**config.mk**
```make
export PLATFORM = sky130hd
export DESIGN_NAME = fault_mask_status
export DESIGN_NICKNAME = d
export VERILOG_FILES = /design/src/hw/fault_mask_pkg.sv /design/src/hw/fault_mask_status.sv /design/src/hw/pin_sync.sv
export SDC_FILE = /design/constraint.sdc
export NUM_CORES = 1
export LEC_CHECK = 0
export ABC_AREA = 1
export BUFFER_PORTS_ARGS = -buffer_cell sky130_fd_sc_hd__buf_2
export CORE_AREA = 8 8 94 96
export CTS_CLUSTER_DIAMETER = 150
export DETAILED_ROUTE_END_ITERATION = 12
export DIE_AREA = 0 0 102 104
export PLACE_DENSITY_LB_ADDON = 0.3
export SLEW_MARGIN = 0
export SYNTH_ARGS = -nofsm -noshare
export SYNTH_HDL_FRONTEND = slang
export SYNTH_SLANG_ARGS = --single-unit
```
**constraint.sdc**
```tcl
create_clock -name ref_clk_i -period 2.55 [get_ports ref_clk_i]
set_input_delay 0.3825 -clock ref_clk_i [delete_from_list [all_inputs] [get_ports ref_clk_i]]
set_output_delay 0.3825 -clock ref_clk_i [all_outputs]
set_load 0.01 [all_outputs]
```
**src/hw/fault_mask_pkg.sv**
```systemverilog
// Constants, field positions and carrier types for the fault mask and suspend status block
// Assumes a byte-wide register port decoded by an outer serial engine
// Contract
// RULE1: Boost peak-current mask bit 7 blocks interrupt
// RULE2: Buck peak-current mask bit 6 blocks interrupt
// RULE3: Bits 5..2 mask four input lockout events
// RULE4: Mask bit 1 blocks thermal shutdown interrupt
// RULE5: Mask bit 0 blocks thermal warning interrupt
// RULE6: Zero unmasks; mask read/write, resets zero
// RULE7: Status bit 6 shows whole chip suspended
// RULE8: Status bit 5 shows boost suspended
// RULE9: Status bit 4 shows buck suspended
// RULE10: Status bits 3..0 show linear regulators suspended
// RULE11: Zero means normal; status resets zero
// RULE12: Masking gates output only; flags still recorded
// RULE13: Status bit 7 reads zero, ignores writes
package fault_mask_pkg;

	localparam logic [7:0] FAULT_IRQ_MASK_C_ADDR = 8'h19;
	localparam logic [7:0] SUSPEND_STATUS_ADDR   = 8'h1a;
	localparam logic [7:0] MASK_RESET            = 8'h00;
	localparam logic [7:0] STATUS_RESET          = 8'h00;
	localparam logic [7:0] FLAG_RESET            = 8'h00;
	localparam logic [7:0] READ_UNMAPPED         = 8'h00;
	localparam int         FAULT_EVENTS          = 8;
	localparam int         BIT_BOOST_IPK         = 7;
	localparam int         BIT_BUCK_IPK          = 6;
	localparam int         BIT_MAIN_UVLO         = 5;
	localparam int         BIT_PAIR_UVLO         = 4;
	localparam int         BIT_REG3_UVLO         = 3;
	localparam int         BIT_REG4_UVLO         = 2;
	localparam int         BIT_TSD               = 1;
	localparam int         BIT_TSD_WRN           = 0;
	localparam int         BIT_UNUSED            = 7;
	localparam int         BIT_CHIP_SUSPENDED         = 6;
	localparam int         BIT_STEPUP_SUSD       = 5;
	localparam int         BIT_STEPDOWN_SUSD     = 4;

	typedef struct packed {
		logic       wr;
		logic       rd;
		logic [7:0] addr;
		logic [7:0] wdata;
	} reg_req_s;

	typedef struct packed {
		logic       chip;
		logic       stepup;
		logic       stepdown;
		logic [3:0] linreg;
	} suspend_s;

endpackage

```
**src/hw/fault_mask_status.sv**
```systemverilog
// Fault interrupt mask, event flags and suspend status for the power manager
// Assumes a byte register port driven by the serial engine on ref_clk_i
`timescale 1ns/100ps
module fault_mask_status
	import fault_mask_pkg::*;
(
	input  wire logic     ref_clk_i,
	input  wire logic     reset_i,
	input  wire reg_req_s req_i,
	input  wire logic [7:0] fault_event_i,
	input  wire suspend_s suspend_i,
	input  wire logic [7:0] flag_clear_i,
	output logic [7:0]    rdata_o,
	output logic [7:0]    fault_flags_o,
	output logic          irq_out_n_o,
	output logic          irq_out_n_oe_n_o
);

	////////////////////////////////////////////////////////////////////////
	// Synchronise asynchronous fault and suspend levels
	logic [7:0] event_sync;
	logic [6:0] susp_sync;

	pin_sync #(.WIDTH(8)) u_event_sync (
		.ref_clk_i (ref_clk_i),
		.reset_i   (reset_i),
		.async_i   (fault_event_i),
		.sync_o    (event_sync)
	);

	pin_sync #(.WIDTH(7)) u_susp_sync (
		.ref_clk_i (ref_clk_i),
		.reset_i   (reset_i),
		.async_i   (suspend_i),
		.sync_o    (susp_sync)
	);

	////////////////////////////////////////////////////////////////////////
	// Decode
	logic       sel_mask;
	logic       sel_status;
	logic       wr_mask;
	logic [7:0] mask_q;
	logic [7:0] mask_d;
	logic [7:0] status_q;
	logic [7:0] status_d;
	logic [7:0] flag_q;
	logic [7:0] flag_d;
	logic [7:0] pending;
	logic [7:0] read_mux;

	assign sel_mask   = req_i.addr == FAULT_IRQ_MASK_C_ADDR;
	assign sel_status = req_i.addr == SUSPEND_STATUS_ADDR;
	assign wr_mask    = req_i.wr & sel_mask; // RULE6
	assign mask_d     = wr_mask ? req_i.wdata : mask_q; // RULE6

	// Writes to the status address fall through: the register has no write path
	assign status_d[BIT_UNUSED]        = 1'b0; // RULE13
	assign status_d[BIT_CHIP_SUSPENDED]     = susp_sync[6]; // RULE7 RULE11
	assign status_d[BIT_STEPUP_SUSD]   = susp_sync[5]; // RULE8 RULE11
	assign status_d[BIT_STEPDOWN_SUSD] = susp_sync[4]; // RULE9 RULE11
	assign status_d[3:0]               = susp_sync[3:0]; // RULE10 RULE11

	assign read_mux = sel_mask   ? mask_q   :
	                  sel_status ? status_q : READ_UNMAPPED;

	////////////////////////////////////////////////////////////////////////
	// Sticky flags, set wins over clear; mask never touches them
	genvar gi;
	generate
		for (gi = 0; gi < FAULT_EVENTS; gi++) begin : g_flag
			assign flag_d[gi]  = event_sync[gi] | (flag_q[gi] & ~flag_clear_i[gi]); // RULE12
			// Bit index equals mask bit position for each event
			assign pending[gi] = flag_q[gi] & ~mask_q[gi]; // RULE1 RULE2 RULE3 RULE4 RULE5 RULE6
		end
	endgenerate

	////////////////////////////////////////////////////////////////////////
	// Registers
	always_ff @(posedge ref_clk_i or posedge reset_i) begin
		if (reset_i) begin
			mask_q   <= MASK_RESET;
			status_q <= STATUS_RESET;
			flag_q   <= FLAG_RESET;
		end else begin
			mask_q   <= mask_d;
			status_q <= status_d;
			flag_q   <= flag_d;
		end
	end

	always_ff @(posedge ref_clk_i or posedge reset_i) begin
		if (reset_i) begin
			rdata_o <= READ_UNMAPPED;
		end else if (req_i.rd) begin
			rdata_o <= read_mux;
		end
	end

	// Open-drain pin: pull low only while an unmasked flag stands
	always_ff @(posedge ref_clk_i or posedge reset_i) begin
		if (reset_i) begin
			irq_out_n_o      <= 1'b0;
			irq_out_n_oe_n_o <= 1'b1;
			fault_flags_o    <= FLAG_RESET;
		end else begin
			// Drive value stays low; only the enable moves the pin
			irq_out_n_o      <= 1'b0;
			irq_out_n_oe_n_o <= ~(|pending); // RULE1 RULE2 RULE3 RULE4 RULE5
			fault_flags_o    <= flag_d; // RULE12
		end
	end

endmodule // fault_mask_status

```
**src/hw/pin_sync.sv**
```systemverilog
// Two-flop synchroniser, one per bit
// Assumes inputs arrive from analog fault comparators, asynchronous to ref_clk_i
`timescale 1ns/100ps
module pin_sync #(
	parameter int WIDTH = 8
) (
	input  wire logic             ref_clk_i,
	input  wire logic             reset_i,
	input  wire logic [WIDTH-1:0] async_i,
	output logic      [WIDTH-1:0] sync_o
);
	logic [WIDTH-1:0] meta_q;

	// First stage feeds only the second stage
	always_ff @(posedge ref_clk_i or posedge reset_i) begin
		if (reset_i) begin
			meta_q <= '0;
			sync_o <= '0;
		end else begin
			meta_q <= async_i;
			sync_o <= meta_q;
		end
	end
endmodule // pin_sync

```
==> flow_metrics.tcl <==
set metrics [dict create \
    run_status "finished clean" \
    cpMaxStageDelayCell "dfstp_2" \
    ant_nets 0 \
    grt_pass1_vias 1549 \
    synth_cell_types 21 \
    syn_area_um2 2130 \
    maxSlewHeadroom 0.500 \
    finalClockSkew_ps 12.4 \
    synth_top_area_share 0.716 \
    critPathArrivalTime_ps 960 \
    slew_viol_final 0 \
    dp_hpwl_mm 3.22 \
    syn_avg_cell_area_um2 11.8 \
    path_max_fanout 1 \
    whs_path_depth 1 \
    dieHeight_um 104 \
    die_w_um 102 \
    route.detailed.drc 0 \
    r2r_end "irq_out_n_oe_n_o$_DFF_PP1_" \
    fp-row-count 32 \
    dieArea_um2 10600 \
    period_share 0.527 \
    path_depth 1 \
    final_cells 356 \
    critical_path_class "flip-flop to output pin" \
    ir_worst_vdd_mv 0.366 \
    r2r_start "mask_q[7]$_DFFE_PP0P_" \
    grt_max_degree 39 \
    cp_top_family "flip-flops" \
    io_pins 61 \
    maxCapViolCount 0 \
    wl_mm 4.19 \
    drt_iter0_markers 48 \
    p_leak_nw 1.48 \
    synth_area_leaders "dfrtp_1 (72%), nand2_1 (9.0%), inv_1 (3.9%)" \
    dpl-instance-area_um2 2540 \
    place.gp.congestion 0.733 \
    worstMarginPinSlew_ps 749 \
    ctsResizeCount 0 \
    ys.warnings.count 0 \
    path_clk_slew_ps 70 \
    r2r_cells 4 \
    area_delta_synth_final_pct 29.0 \
    grt_antenna_before_repair 0 \
    stdcell_area_um2 2750 \
    ys_seq_area_frac 0.728 \
    first_pass_iters 5 \
    overflow 0 \
    finish.net_count 292 \
    required_ps 2170 \
    setup_viol 0 \
    fmax_ghz 0.745 \
    powerDensity_nw_per_um2 761 \
    cts_buffers 9 \
    cts_max_level 3 \
    routedWlPerCell_um 11.8 \
    crit_path_max_incr_delay_ps 510 \
    endpoint "irq_out_n_oe_n_o" \
    cts.path.max_buffers 2 \
    io_buffer_count 59 \
    crit_chain "buf_2" \
    cts_setup_buffers 0 \
    clock-root-buffer "clkbuf_8" \
    synthCells 181 \
    cts_tree "built" \
    vias_per_cell 3.86 \
    grt_setup_unrepaired "no" \
    grt_pass1_wl_mm 7.33 \
    via_count 1373 \
    core_um2 7450 \
    grt_util_all_layers 0.0912 \
    hold_viol 0 \
    r2r_slack_ps 1740 \
    cp-end-kind "output pin" \
    dp.cells 340 \
    timing.setup.tns_ps 0 \
    hold_path.class "input pin to flip-flop" \
    startpoint_type "flip-flop" \
    start_util 0.286 \
    clk_latency_ps 330 \
    crit_start "irq_out_n_oe_n_o$_DFF_PP1_" \
    syn_nets 224 \
    n_antenna_cell 0 \
    period_needed_ps 1340 \
    synth_top_cell_by_area "dfrtp_1" \
    cp.buffers_inverters 1 \
    cts.sinks 62 \
    cts_hold_buffers 0 \
    ys_ff_latch 62 \
    drive_gt1_frac 0.335 \
]
==> area by class of cell <==
class                   count  area (um^2)
multi-input cells          92          459
fillers                   784         4700
clock inverters             4         70.1
inverters                  23         86.3
clock buffers              12          145
repair buffers             61          310
well taps                 102          128
flip-flops and latches     62         1550
==> sequential cells by signal, indices dropped and copies added (netlist names) <==
signal,count
fault_flags_o,8
irq_out_n_oe_n_o,1
mask_q,8
rdata_o,8
status_q,7
u_event_sync.meta_q,8
u_event_sync.sync_o,8
u_susp_sync.meta_q,7
u_susp_sync.sync_o,7
==> layout by cell type (no fill, tap or decap), types with 2 or more instances in the layout <==
master     instances
clkinv_2           2
nand2_1           51
o21ai_0            7
buf_4              2
buf_2             59
nand3_1           14
o21bai_1           8
clkbuf_8          10
clkbuf_1           2
nor2_4             2
bufinv_16          2
dfrtp_1           61
inv_1             21
inv_2              2
o21ai_2            2
==> logic make-up (layout without fill, tap and decap cells) <==
group,Yosys count,after routing,synth area share
AOI/OAI and AO/OA,18,18,0.0558
DFF,62,62,0.728
and+or+nand+nor,73,73,0.158
other,1,1,0.00176
buffers and inverters,27,100,0.0563
==> how the worst min path moves through the flow <==
| stage | from | to |
|---|---|---|
| floorplan | u_susp_sync.sync_o[0]$_DFF_PP0_ | status_q[0]$_DFF_PP0_ |
| global route | fault_event_i[7] | u_event_sync.meta_q[7]$_DFF_PP0_ |
| global placement | u_event_sync.meta_q[4]$_DFF_PP0_ | u_event_sync.sync_o[4]$_DFF_PP0_ |
| finish | fault_event_i[5] | u_event_sync.meta_q[5]$_DFF_PP0_ |
| detailed placement | u_susp_sync.sync_o[3]$_DFF_PP0_ | status_q[3]$_DFF_PP0_ |
| CTS | fault_event_i[7] | u_event_sync.meta_q[7]$_DFF_PP0_ |
==> layer usage <==
metal	up-vias	track usage	share of wire	wire [um]
li1	695	-	-	-
met1	636	0.102	0.42	1750
met2	37	0.137	0.48	2010
met3	5	0.0549	0.090	378
met4	0	0.0378	0.011	45
met5	-	0	0	0
==> power breakdown <==
part | switching, W | total [W] | internal [W]
clock | 0.000352 | 0.000926 | 0.000575
sequential | 0.0000196 | 0.00105 | 0.00103
combinational | 0.0000677 | 0.000116 | 0.0000486
total | 0.000439 | 0.00210 | 0.00166
==> cell usage after synthesis (all sizes together) <==
library cell  instances
nor2                  4
conb                  1
o21ai                 9
nand3                14
clkbuf                1
dfrtp                61
nor3                  1
nand4                 1
inv                  23
dfstp                 1
o21bai                8
o22ai                 1
buf                   3
nand2                53
==> metrics by stage <==
| stage | hold WS, ps | util | total power (W) | worst slack, ps |
|---|---|---|---|---|
| 2_1_floorplan | 331 | - | 0.00113 | 628 |
| 3_3_place_gp | 332 | 0.341 | 0.00119 | 1120 |
| 3_5_place_dp | 335 | 0.341 | 0.00119 | 1090 |
| 4_1_cts | 134 | 0.369 | 0.00213 | 1180 |
| 5_1_grt | 122 | 0.369 | 0.00220 | 1160 |
| 6_report | 157 | 0.369 | 0.00210 | 1210 |
(Power assumes the default switching activity.)
